--- config.mk ---
export PLATFORM = sky130hd
export DESIGN_NAME = fail_safe_output_control
export DESIGN_NICKNAME = d
export VERILOG_FILES = /design/src/fail_safe_pkg.sv /design/src/fail_safe_output_control.sv
export SDC_FILE = /design/constraint.sdc
export NUM_CORES = 1
export LEC_CHECK = 0
export ABC_AREA = 1
export BUFFER_PORTS_ARGS = -buffer_cell sky130_fd_sc_hd__buf_2
export CORE_MARGIN = 1
export CORE_UTILIZATION = 32
export CTS_CLUSTER_DIAMETER = 60
export CTS_CLUSTER_SIZE = 16
export DETAILED_ROUTE_END_ITERATION = 8
export PLACE_DENSITY = 0.48
export RECOVER_POWER = 100
export SLEW_MARGIN = 20
export SYNTH_ARGS = -nofsm -noshare
export SYNTH_HDL_FRONTEND = slang
export SYNTH_SLANG_ARGS = --single-unit
--- constraint.sdc ---
create_clock -name core_clk -period 5.8 [get_ports core_clk]
set_clock_uncertainty 0.15 [all_clocks]
set_input_delay 0.29 -clock core_clk [delete_from_list [all_inputs] [get_ports core_clk]]
set_output_delay 0.29 -clock core_clk [all_outputs]
set_load 0.005 [all_outputs]
--- src/fail_safe_pkg.sv ---
package fail_safe_pkg;

    // ****************************************************************
    // Operating modes of the chip, as reported by the mode controller
    // ****************************************************************
    typedef enum logic [2:0]
    {
        MODE_OFF      = 3'b000,
        MODE_INIT     = 3'b001,
        MODE_NORMAL   = 3'b010,
        MODE_STOP     = 3'b011,
        MODE_SLEEP    = 3'b100,
        MODE_RESTART  = 3'b101,
        MODE_FAILSAFE = 3'b110,
        MODE_REPROG   = 3'b111
    } sbc_mode_t;

    // ****************************************************************
    // Timing
    // ****************************************************************
    localparam int CLK_PERIOD_NS             = 20;
    localparam int INIT_TIMEOUT_PERIOD_MS    = 256;
    localparam int MCU_UV_TIMEOUT_PERIOD_MS  = 1024;
    localparam int NS_PER_MS                 = 1000000;
    localparam int INIT_TIMEOUT_CYCLES       = (INIT_TIMEOUT_PERIOD_MS * (NS_PER_MS / CLK_PERIOD_NS));
    localparam int MCU_UV_TIMEOUT_CYCLES     = (MCU_UV_TIMEOUT_PERIOD_MS * (NS_PER_MS / CLK_PERIOD_NS));

    // ****************************************************************
    // Watchdog failure counts that trip the output, per configuration, and the timer width
    // ****************************************************************
    localparam logic [1:0] WD_FAILS_CFG12    = 2'h1;
    localparam logic [1:0] WD_FAILS_CFG34    = 2'h2;
    localparam int         TIMER_WIDTH       = 32;

endpackage
--- src/fail_safe_output_control.sv ---
// Operation
// - Fail-safe pin is active-low open drain: pulled low when active, else released.
// - Battery below minimum fail level: output never activated, stays released.
// - Output off in init mode unless an SPI activation is still held; init time-out expiry activates it.
// - Normal mode: trip on first watchdog failure (config 1/2), second (config 3/4).
// - Normal mode: off unless SPI-set or still latched awaiting watchdog then SPI clear.
// - Restart mode: reset pin shorted high/low or supply time-out activates output.
// - SPI activation held in every mode except off; regulator thermal shutdown activates output.
// - SPI-activated output is released only by a later SPI deactivation or by off mode.
// - Fault activation released in normal mode only after watchdog trigger then SPI off, else only on entering off or init.
// - Watchdog trigger alone keeps output active until SPI deactivation arrives.
// - Supply time-out: low supply with battery high, both held beyond time-out period.
// - Supply time-out enters fail-safe and activates output if battery above minimum.
// - Strap grounded selects software development mode; open or high selects normal.
// - Strap pull-up enabled only in init mode.
// - Strap sampled through init; development mode only if low the whole time.
// - Development mode held while battery above switch-off; left only through off.
module fail_safe_output_control
    import fail_safe_pkg::*;
#(
    parameter int INIT_TIMEOUT_COUNT = INIT_TIMEOUT_CYCLES,
    parameter int MCU_UV_COUNT       = MCU_UV_TIMEOUT_CYCLES
)
(
    input  wire logic      core_clk,
    input  wire logic      sys_rst,
    input  wire sbc_mode_t sbcMode,
    input  wire logic      batteryAboveFailMin,
    input  wire logic      batteryAbovePowerOn,
    input  wire logic      batteryAboveSwitchOff,
    input  wire logic      batteryAboveUvTimeoutThr,
    input  wire logic      mcuSupplyBelowReset,
    input  wire logic      configSelect34,
    input  wire logic      watchdogFail,
    input  wire logic      watchdogTriggerOk,
    input  wire logic      spiFailOutputOn,
    input  wire logic      spiFailOutputOff,
    input  wire logic      resetShortHigh,
    input  wire logic      resetShortLow,
    input  wire logic      mcuSupplyThermalShutdown,
    input  wire logic      testStrapIn,
    output logic           failOutputOut,
    output logic           failOutputOe_n,
    output logic           testStrapPullUp,
    output logic           initTimeoutExpired,
    output logic           mcuSupplyUvTimeout,
    output logic           enterFailSafeReq,
    output logic           softwareDevelopmentMode
);

    // Refused at elaboration: a zero count would wrap the threshold to the largest timer value
    if (INIT_TIMEOUT_COUNT < 1 || MCU_UV_COUNT < 1)
    begin
        $error("Time-out counts must be at least one cycle");
    end

    // ****************************************************************
    // Mode decode
    // ****************************************************************
    wire logic inInit     = (sbcMode == MODE_INIT);
    wire logic inNormal   = (sbcMode == MODE_NORMAL);
    wire logic inRestart  = (sbcMode == MODE_RESTART);
    wire logic inFailSafe = (sbcMode == MODE_FAILSAFE);
    wire logic inOff      = (sbcMode == MODE_OFF);

    // ****************************************************************
    // Init time-out
    // ****************************************************************
    logic [TIMER_WIDTH-1:0] initTimer;
    wire logic              initTimerDone = (initTimer >= TIMER_WIDTH'(INIT_TIMEOUT_COUNT - 1));

    always_ff @(posedge core_clk or posedge sys_rst)
    begin
        if (sys_rst)
            initTimer <= '0;
        else if (!inInit)
            initTimer <= '0;
        else if (!initTimerDone)
            initTimer <= initTimer + TIMER_WIDTH'(1);
    end

    // Single pulse as the init time runs out
    logic initDoneSeen;
    wire logic initTimeoutEvent = inInit && initTimerDone && !initDoneSeen;

    always_ff @(posedge core_clk or posedge sys_rst)
    begin
        if (sys_rst)
            initDoneSeen <= 1'b0;
        else
            initDoneSeen <= inInit && initTimerDone;
    end

    always_ff @(posedge core_clk or posedge sys_rst)
    begin
        if (sys_rst)
            initTimeoutExpired <= 1'b0;
        else
            initTimeoutExpired <= initTimeoutEvent;
    end

    // ****************************************************************
    // Microcontroller supply undervoltage time-out
    // ****************************************************************
    wire logic              uvCondition = mcuSupplyBelowReset && batteryAboveUvTimeoutThr;
    logic [TIMER_WIDTH-1:0] uvTimer;
    wire logic              uvTimerDone = (uvTimer >= TIMER_WIDTH'(MCU_UV_COUNT - 1));
    logic                   uvSeen;
    wire logic              uvEvent     = uvCondition && uvTimerDone && !uvSeen;

    always_ff @(posedge core_clk or posedge sys_rst)
    begin
        if (sys_rst)
            uvTimer <= '0;
        else if (!uvCondition)
            uvTimer <= '0;
        else if (!uvTimerDone)
            uvTimer <= uvTimer + TIMER_WIDTH'(1);
    end

    always_ff @(posedge core_clk or posedge sys_rst)
    begin
        if (sys_rst)
            uvSeen <= 1'b0;
        else
            uvSeen <= uvCondition && uvTimerDone;
    end

    always_ff @(posedge core_clk or posedge sys_rst)
    begin
        if (sys_rst)
            mcuSupplyUvTimeout <= 1'b0;
        else
            mcuSupplyUvTimeout <= uvEvent;
    end

    // Mode controller acts on this only when the output can really be driven
    always_ff @(posedge core_clk or posedge sys_rst)
    begin
        if (sys_rst)
            enterFailSafeReq <= 1'b0;
        else
            enterFailSafeReq <= uvEvent && batteryAboveFailMin;
    end

    // ****************************************************************
    // Watchdog failure counting in normal mode
    // ****************************************************************
    logic [1:0] wdFailCount;
    wire logic [1:0] wdFailLimit = configSelect34 ? WD_FAILS_CFG34 : WD_FAILS_CFG12;
    wire logic [1:0] wdFailNext  = wdFailCount + 2'h1;
    wire logic       wdTrip      = inNormal && watchdogFail && (wdFailNext >= wdFailLimit);

    always_ff @(posedge core_clk or posedge sys_rst)
    begin
        if (sys_rst)
            wdFailCount <= 2'h0;
        else if (!inNormal || watchdogTriggerOk)
            wdFailCount <= 2'h0;
        else if (watchdogFail && !wdTrip)
            wdFailCount <= wdFailNext;
    end

    // ****************************************************************
    // Activation causes
    // ****************************************************************
    wire logic restartFault = inRestart && (resetShortHigh || resetShortLow || uvEvent);
    wire logic faultEvent   = initTimeoutEvent || wdTrip || restartFault
                           || mcuSupplyThermalShutdown || uvEvent || inFailSafe;
    wire logic spiOnEvent   = inNormal && spiFailOutputOn;

    // ****************************************************************
    // Latches: SPI-set and fault-set are held separately
    // ****************************************************************
    logic spiLatched;
    logic faultLatched;
    logic wdReleaseArmed;

    // Release by SPI; a fresh request wins over the clear
    always_ff @(posedge core_clk or posedge sys_rst)
    begin
        if (sys_rst)
            spiLatched <= 1'b0;
        else if (inOff)
            spiLatched <= 1'b0;
        else if (spiOnEvent)
            spiLatched <= 1'b1;
        else if (spiFailOutputOff)
            spiLatched <= 1'b0;
    end

    // Armed by a good watchdog trigger in normal mode, consumed by SPI off
    always_ff @(posedge core_clk or posedge sys_rst)
    begin
        if (sys_rst)
            wdReleaseArmed <= 1'b0;
        else if (!inNormal || faultEvent || !faultLatched)
            wdReleaseArmed <= 1'b0;
        else if (watchdogTriggerOk)
            wdReleaseArmed <= 1'b1;
    end

    wire logic faultRelease = inNormal && wdReleaseArmed && spiFailOutputOff;

    always_ff @(posedge core_clk or posedge sys_rst)
    begin
        if (sys_rst)
            faultLatched <= 1'b0;
        // Once the init timer has run out the latch must survive the rest of init
        else if (inOff || (inInit && !initTimerDone))
            faultLatched <= 1'b0;
        else if (faultEvent)
            faultLatched <= 1'b1;
        else if (faultRelease)
            faultLatched <= 1'b0;
    end

    // ****************************************************************
    // Open-drain stage, driven low only when battery is high enough
    // ****************************************************************
    wire logic outputWanted = spiLatched || faultLatched;

    always_ff @(posedge core_clk or posedge sys_rst)
    begin
        if (sys_rst)
            failOutputOe_n <= 1'b1;
        else
            failOutputOe_n <= !(outputWanted && batteryAboveFailMin);
    end

    assign failOutputOut = 1'b0;

    // ****************************************************************
    // Test strap: pull-up, sampling, stored development mode
    // ****************************************************************
    assign testStrapPullUp = inInit;

    logic strapLowThroughout;
    logic initSeen;
    logic initDoneGate;

    always_ff @(posedge core_clk or posedge sys_rst)
    begin
        if (sys_rst)
            strapLowThroughout <= 1'b1;
        else if (!batteryAbovePowerOn && !initSeen)
            strapLowThroughout <= 1'b1;
        else if (inInit && testStrapIn)
            strapLowThroughout <= 1'b0;
    end

    always_ff @(posedge core_clk or posedge sys_rst)
    begin
        if (sys_rst)
            initSeen <= 1'b0;
        else if (inOff || !batteryAboveSwitchOff)
            initSeen <= 1'b0;
        else if (inInit)
            initSeen <= 1'b1;
    end

    // Decided once as init ends; kept until the chip passes through off or battery falls below switch-off
    always_ff @(posedge core_clk or posedge sys_rst)
    begin
        if (sys_rst)
            softwareDevelopmentMode <= 1'b0;
        else if (inOff || !batteryAboveSwitchOff)
            softwareDevelopmentMode <= 1'b0;
        else if (initSeen && !inInit && initDoneGate)
            softwareDevelopmentMode <= strapLowThroughout;
    end

    always_ff @(posedge core_clk or posedge sys_rst)
    begin
        if (sys_rst)
            initDoneGate <= 1'b0;
        else
            initDoneGate <= inInit;
    end
endmodule

# [After elaboration in Yosys (flattened, before gate mapping)]
# Cells that the tools add are included.
[totals] out_inout_bits=7 reg_bits=79 word_cells=100 input_bits=19
[classes] order_cmp=3 n_eq_ne=6 add_sub_neg=3 n_reduce_logical=51 muxes=21
[ops] cell="32-bit two-way mux" n=4
[ops] cell="32-bit by 1-bit adder with 32-bit output, second input constant" n=2
[ops] cell="32-bit by 24-bit >= comparator with 1-bit output, second input constant" n=1
[ops] cell="32-bit by 26-bit >= comparator with 1-bit output, second input constant" n=1
[ops] cell="1-bit logical AND" n=19
[ops] cell="1-bit two-way mux" n=14
[ops] cell="1-bit logical OR" n=13
[ops] cell="1-bit logical NOT" n=11
[ops] cell="2-bit nonzero test" n=5
[ops] cell="3-bit == test, second input constant" n=2
[ops] cell="2-bit two-way mux" n=3
[ops] cell="3-bit nonzero test" n=2
[ops] cell="2-bit != test, second input constant" n=2
[ops] cell="3-bit by 1-bit == test with 1-bit output, second input constant" n=1
[ops] cell="3-bit by 2-bit == test with 1-bit output, second input constant" n=1
[ops] cell="3-bit logical NOT" n=1
[ops] cell="2-bit by 1-bit adder with 2-bit output, second input constant" n=1
[ops] cell="2-bit >= comparator" n=1

# [Depth between registers and ports, before layout]
# Gate-level depths: netlist of the first run.
[depth] ltp_word=12 depth_mapped=13

# [Worst setup path after synthesis of the first run]
# OpenSTA, ideal clock, no wires.
[synth_path] path_kind="register to register" start="reg initTimer[0]" end="reg initTimer[19]" period_less_slack_ps=1818 path_stages_with_launch=13 t_arrival_ps=1549 path_slack_ps=3982 setup_time_ps=119 required_ps=5531 path_buffers=0 cell_sequence="dfrtp_1 > ha_1 > nand3_1 > nor2_4 > nand2_1 > nand2_1 > nand2_2 > nand2_4 > inv_4 > nor2_8 > inv_4 > nand2_2 > o21ai_2"
[synth_between] elab_chain_len=3 elab_cells_between_ends=5
[synth_rtl] item="start: declaration" line_no="fail_safe_output_control.sv:69" text="logic [TIMER_WIDTH-1:0] initTimer;"
[synth_rtl] item="start signal: assignment" line_no="fail_safe_output_control.sv:79" text="initTimer <= initTimer + TIMER_WIDTH'(1);"
[synth_rtl] item="32-bit by 1-bit adder with 32-bit output" line_no="fail_safe_output_control.sv:79"
[synth_rtl] item="32-bit two-way mux" line_no="fail_safe_output_control.sv:78" text="else if (!initTimerDone)"
[synth_rtl] item="32-bit two-way mux" line_no="fail_safe_output_control.sv:76" text="else if (!inInit)"
# Several ways; a longest one is shown, not always the timed one. The select of a mux whose other input is x is not followed.
# A chain may end at the register's enable or synchronous reset.

# [Final worst setup path of the first run]
# Ends and elaborated chain as after synthesis.

==> results of run 1 <==
==> final cells by class <==
cell class	instances	area share (%)
flip-flops and latches	79	40.2
clock inverters	7	0.991
multi-input cells	386	39.2
well taps	176	4.47
repair buffers	29	3.18
inverters	95	7.34
clock buffers	9	4.57
==> cells in the mapped netlist, types with 7 or more instances <==
cell,instances
a21oi_1,13
dfrtp_1,77
inv_1,89
nand2_1,108
nand3_1,39
nand4_1,22
nor2_1,81
nor3_1,23
o21ai_0,22
o21ai_2,9
o31ai_1,7
xor2_1,10
==> path summary, 6_finish.rpt <==
path | end | cells after the start
min | spiLatched | 2
min reg2reg | failOutputOe_n | 1
max in group asynchronous | uvTimer[5] | 4
min in group asynchronous | initTimer[15] | 3
max | initTimer[19] | 12
max reg2reg | initTimer[19] | 12
==> worst max-delay path, stage by stage, from the launching register on <==
cell	delay, ns
dfrtp_1	0.44
ha_1	0.23
nand3_1	0.15
nor2_1	0.34
nand2_1	0.11
nand2_1	0.10
nand2_2	0.05
nand2_1	0.46
clkinvlp_2	0.89
nor2_8	0.41
inv_4	0.10
nand2_1	0.09
o21ai_2	0.05
==> layer usage <==
layer / share of wire (%) / vias to the layer above / global-route usage, %
met4: 1.5 / 0 / 5.94
met2: 45 / 44 / 24.6
met3: 3.0 / 10 / 3.47
li1: - / 1888 / -
met1: 51 / 1727 / 20.4
met5: 0 / - / 0
==> repair_timing <==
item / 4_1_cts / 5_1_grt
resized for setup: 0 / 0
endpoints found under the hold margin: 13 / 0
buffers inserted: 0 / 0
hold buffers: 3 / 0
==> logic make-up after synthesis <==
| family | Yosys count |
|---|---|
| other | 1 |
| and+or+nand+nor | 305 |
| AOI/OAI and AO/OA | 60 |
| DFF | 79 |
| xor gates and xnor gates | 16 |
| adders and majority gates | 4 |
| buffers and inverters | 105 |
==> power groups by stage <==
stage | sequential (mW) | clock [mW] | combinational, mW
final | 0.559 | 0.527 | 0.0421
after global routing | 0.558 | 0.572 | 0.0496
after CTS | 0.558 | 0.547 | 0.0455
after detailed placement | 0.569 | 0 | 0.0437
after global placement | 0.569 | 0 | 0.0430
after floorplan | 0.568 | 0 | 0.0263
==> metrics by stage <==
stage / instance area [um2] / setup WS (ns)
floorplan: 4430 / 3.34
global placement: 4720 / 3.46
detailed placement: 4720 / 3.48
CTS: 5020 / 3.46
global route: 4920 / 1.83
finish: 4920 / 2.11
==> run metrics, run 1 <==
Fin Setup TNS=0 ns; CTS Buf Count=9; FF+latch area=0.00198 mm2; CP max FO=16; CP Data Required Time=5.88 ns; initial antenna violation count=0; DR vias=3669; worst skew pair latency=0.34 ns; Max Cap Viol=0; number of fill cells in the layout=1441; CP startpoint kind=register; Nets=623; Sw Share=23.9%; most common cell after layout, fill and taps aside=nand2_1; Final Power=1.13 mW; Synth Instances=570; PortBufs=24; crit path time final=3.69 ns; WHS=0.0318 ns; DRC viols=0; # clock sinks=79; Layout area overhead=11.2%; Top FF cell, synth=dfrtp_1; Antenna Cells=0; Finished Core Util=36.9%; Post-Layout Cell Count=781; Syn Std Cell Area=0.00443 mm2; Total Routing Usage GR=15.5%; Power Dens Cells=229 mW/mm2; Hold/Removal Path Class=input pin to register; Crit Path Category=register to register; adder-cell share of the synthesized area=1.13%; number of setup violations in the final report=0; largest cells by area after synthesis=dfrtp_1 44%, nand2_1 9.2%, inv_1 7.5%, nor2_1 6.9%, nand3_1 4.4%; vias in the first global route=3669; number of synthesized flops with an enable pin=0; first-pass GRT wire length=17400 um; Post-Place Cells=762; Relative slew margins=23.9%; Clock power frac=46.7%; Worst-Margin Slew=1.14 ns; syn nets=593; syn avg cell area=7.77 um2; RSZ-0062 raised after global routing=no; maximum VDD drop=0.000136 V; H-tree Lvls=3; post-route ant nets=0; dominant cell type by area after synthesis=dfrtp_1; Pre-antenna DRT Iters=4; Internal Power=0.858 mW; Yosys cell types=41; largest family of logic cells by synthesized area=simple AND/OR/NAND/NOR gates; CTS max path bufs=2; CTS tree=built; GRT overflow=0; largest net degree at the start of global routing=69; area of the multi-input gates=0.00193 mm2; WP data arrival=3.77 ns; final period utilization=63.6%; Slew Limit Fails=0; YS warnings=0; die footprint=0.0143 mm2; Reg clk slew, reported paths=0.06 ns; post-synth top area share=43.5%; register area share after synthesis=44.7%; element type at the critical path end=register; Die H=120 um; R2R setup slack=2.11 ns; share of cells above drive strength 1=10.6%; Synth Area in Compound Gates=8.39%; post-DP HPWL=7100 um; num rows=42; post-synthesis mux area share=0%; XOR/XNOR Fraction of Synth Area=3.16%; Crit. Startpoint=initTimer[0]; drt via density=4.70; Hold Crit Start=spiFailOutputOn; drt initial violations=236; Psw=0.270 mW; Die X=120 um; FFs w/ async S/R, synth=100%; routability cong.=0.791; top flop regs=initTimer x32, uvTimer x32, wdFailCount x2; DRT Wirelength=10100 um; most frequent cells in the layout=112 x nand2_1, 90 x inv_1, 83 x nor2_1; Fmax=271 MHz; share of total power in sequential cells=49.5%; initial core utilization=33.2%; simple-gate portion of the synthesized area=32.8%; WL per Instance=13.0 um; FF+latch count, synth=79; core box area=0.0133 mm2; I/O pin cnt=26; status=finished clean; Clock Root Buffer=clkbuf_16; combinational share of power=3.7%; final hold violation count=0; Leak Pwr=2.20 nW; worst r2r src=initTimer[0]
Note: power is estimated with default switching activity, not from simulation.
==> run 2, diff against run 1 <==
--- a/config.mk
+++ b/config.mk
@@ -12,7 +12,7 @@
 export CTS_CLUSTER_DIAMETER = 60
 export CTS_CLUSTER_SIZE = 16
 export DETAILED_ROUTE_END_ITERATION = 8
-export PLACE_DENSITY = 0.48
+export PLACE_DENSITY = 0.5
 export RECOVER_POWER = 100
 export SLEW_MARGIN = 20
 export SYNTH_ARGS = -nofsm -noshare
==> constraint.sdc (replaced) <==
create_clock -name core_clk -period 3.1 [get_ports core_clk]
set_clock_uncertainty 0.15 [all_clocks]
set_input_delay 0.155 -clock core_clk [delete_from_list [all_inputs] [get_ports core_clk]]
set_output_delay 0.155 -clock core_clk [all_outputs]
set_load 0.005 [all_outputs]
==> run metrics, run 2 (same netlist as run 1, synthesis figures left out) <==
initial core utilization=33.2% (unchanged); crit path time final=2.44 ns; routability cong.=0.845 (+6.8%); worst path bufs/invs=4 (+2); drt via density=4.67 (-0.53%); Post-Place Cells=763 (+0.13%); PortBufs=24 (unchanged); pre-CTS WS=0.915 ns (-2.57 ns); number of fill cells in the layout=1408 (-2.3%); I/O pin cnt=26 (unchanged); vias in the first global route=3527 (-3.9%); drt initial violations=277 (+17%); CTS tree=built; slowest CP cell=clkbuf_1; largest net degree at the start of global routing=80 (+16%); CP Cell Sequence=buf_2, nor3_1, clkbuf_1, inv_1, nor2_8, inv_4, o21ai_0; DRC viols=0 (unchanged); CP startpoint kind=input pin; maximum VDD drop=0.000276 V (+100%); Antenna Cells=0 (unchanged); DRT Wirelength=10000 um (-0.82%); GRT overflow=0 (unchanged); most common cell after layout, fill and taps aside=nand2_1; Pre-antenna DRT Iters=5 (+1); Crit Path Category=input pin to register; Final Worst Setup Slack=0.658 ns (-1.46 ns); die footprint=0.0143 mm2 (unchanged); Nets=631 (+1.3%); CTS Buf Count=9 (unchanged); Slew Limit Fails=0 (unchanged); Layout area overhead=14.6%; core box area=0.0133 mm2 (unchanged); CP max FO=23 (+7); CP Data Required Time=3.21 ns (-2.67 ns); number of setup violations in the final report=0 (unchanged); WP data arrival=2.55 ns (-1.22 ns); Clock Root Buffer=clkbuf_16; final hold violation count=0 (unchanged); Leak Pwr=2.29 nW (+3.7%); DP Area=0.00474 mm2 (+0.42%); share of cells above drive strength 1=10.4% (-0.14 points); status=finished clean; worst skew pair latency=0.35 ns (about the same); Relative slew margins=25.0% (+1.1 points); WL per Instance=12.7 um (-1.8%); first-pass GRT wire length=17200 um (-0.79%); Max Cap Viol=0 (unchanged); Post-Layout Cell Count=789 (+1.0%); post_cts resized=0 (unchanged); Die X=120 um (unchanged); final period utilization=78.8%; RSZ-0062 raised after global routing=no; element type at the critical path end=register; num rows=42 (unchanged); initial antenna violation count=0 (unchanged); Power Dens Cells=452 mW/mm2 (+97%); Worst-Margin Slew=1.13 ns (-0.0163 ns); Final Cell Area=0.00507 mm2 (+3.1%); WHS=0.0317 ns (-0.000135 ns); top flop regs=initTimer x32, uvTimer x32, wdFailCount x2; Die H=120 um (unchanged); CTS max path bufs=2 (unchanged); DR vias=3687 (+0.49%); post-route ant nets=0 (unchanged); Finished Core Util=38.0% (+1.1 points); most frequent cells in the layout=111 x nand2_1, 90 x inv_1, 84 x nor2_1; Total Routing Usage GR=15.3% (-0.14 points); post-DP HPWL=7090 um (-0.14%); Hold/Removal Path Class=input pin to register; Fin Setup TNS=0 ns (unchanged); Critical Path Max Stage Delay=0.85 ns (-0.04 ns); cell family with the largest share of critical-path delay=buffers and inverters; Final Power=2.29 mW (+100%); Reg clk slew, reported paths=0.06 ns (about the same); R2R setup slack=0.76 ns (-1.35 ns); H-tree Lvls=3 (unchanged); Fmax=410 MHz; # clock sinks=79 (unchanged)
[run 2: timing repair]
action	4_1_cts	5_1_grt
hold endpoints to repair	86	0
hold buffers	10	0
buffers inserted	0	0
[run 2: path summary, 6_finish.rpt]
kind | from | to | cells past startpoint
worst max-delay path | sbcMode[2] | initTimer[1] | 7
worst min-delay path | watchdogFail | wdFailCount[1] | 4
worst max register to register | uvTimer[0] | uvTimer[16] | 11
worst min register to register | spiLatched | failOutputOe_n | 1
max in group asynchronous | sys_rst | failOutputOe_n | 4
min in group asynchronous | sys_rst | uvTimer[28] | 4
[run 2: cell type report]
type                       count  area, um2  share of cell area (%)
tap                          176        220                    4.34
clock inverter                 6       93.8                    1.85
multi-input combinational    386       1940                    38.3
clock buffer                  10        229                    4.51
sequential                    79       1980                    39.0
timing repair buffer          37        248                    4.88
inverter                      95        363                    7.15
[run 2: per-layer routing]
layer	wire length, um	GRT usage [%]	up-vias	share of wire (%)
met4	136	6.17	0	1.4
met2	4550	23.3	69	45
met1	4920	21.1	1710	49
met3	440	3.42	9	4.4
li1	-	-	1899	-
met5	0	0	-	0
[run 2: power breakdown]
group          switching [mW]  internal (mW)
Clock                   0.445          0.712
Combinational          0.0572         0.0317
Sequential            0.00535           1.04
Total                   0.508           1.78
[run 2: tightest hold or removal path: cells and delay by family]
kind,cells,cell delay [ns]
compound gates,1,0.06
simple gates,1,0.10
buf+inv,2,0.17
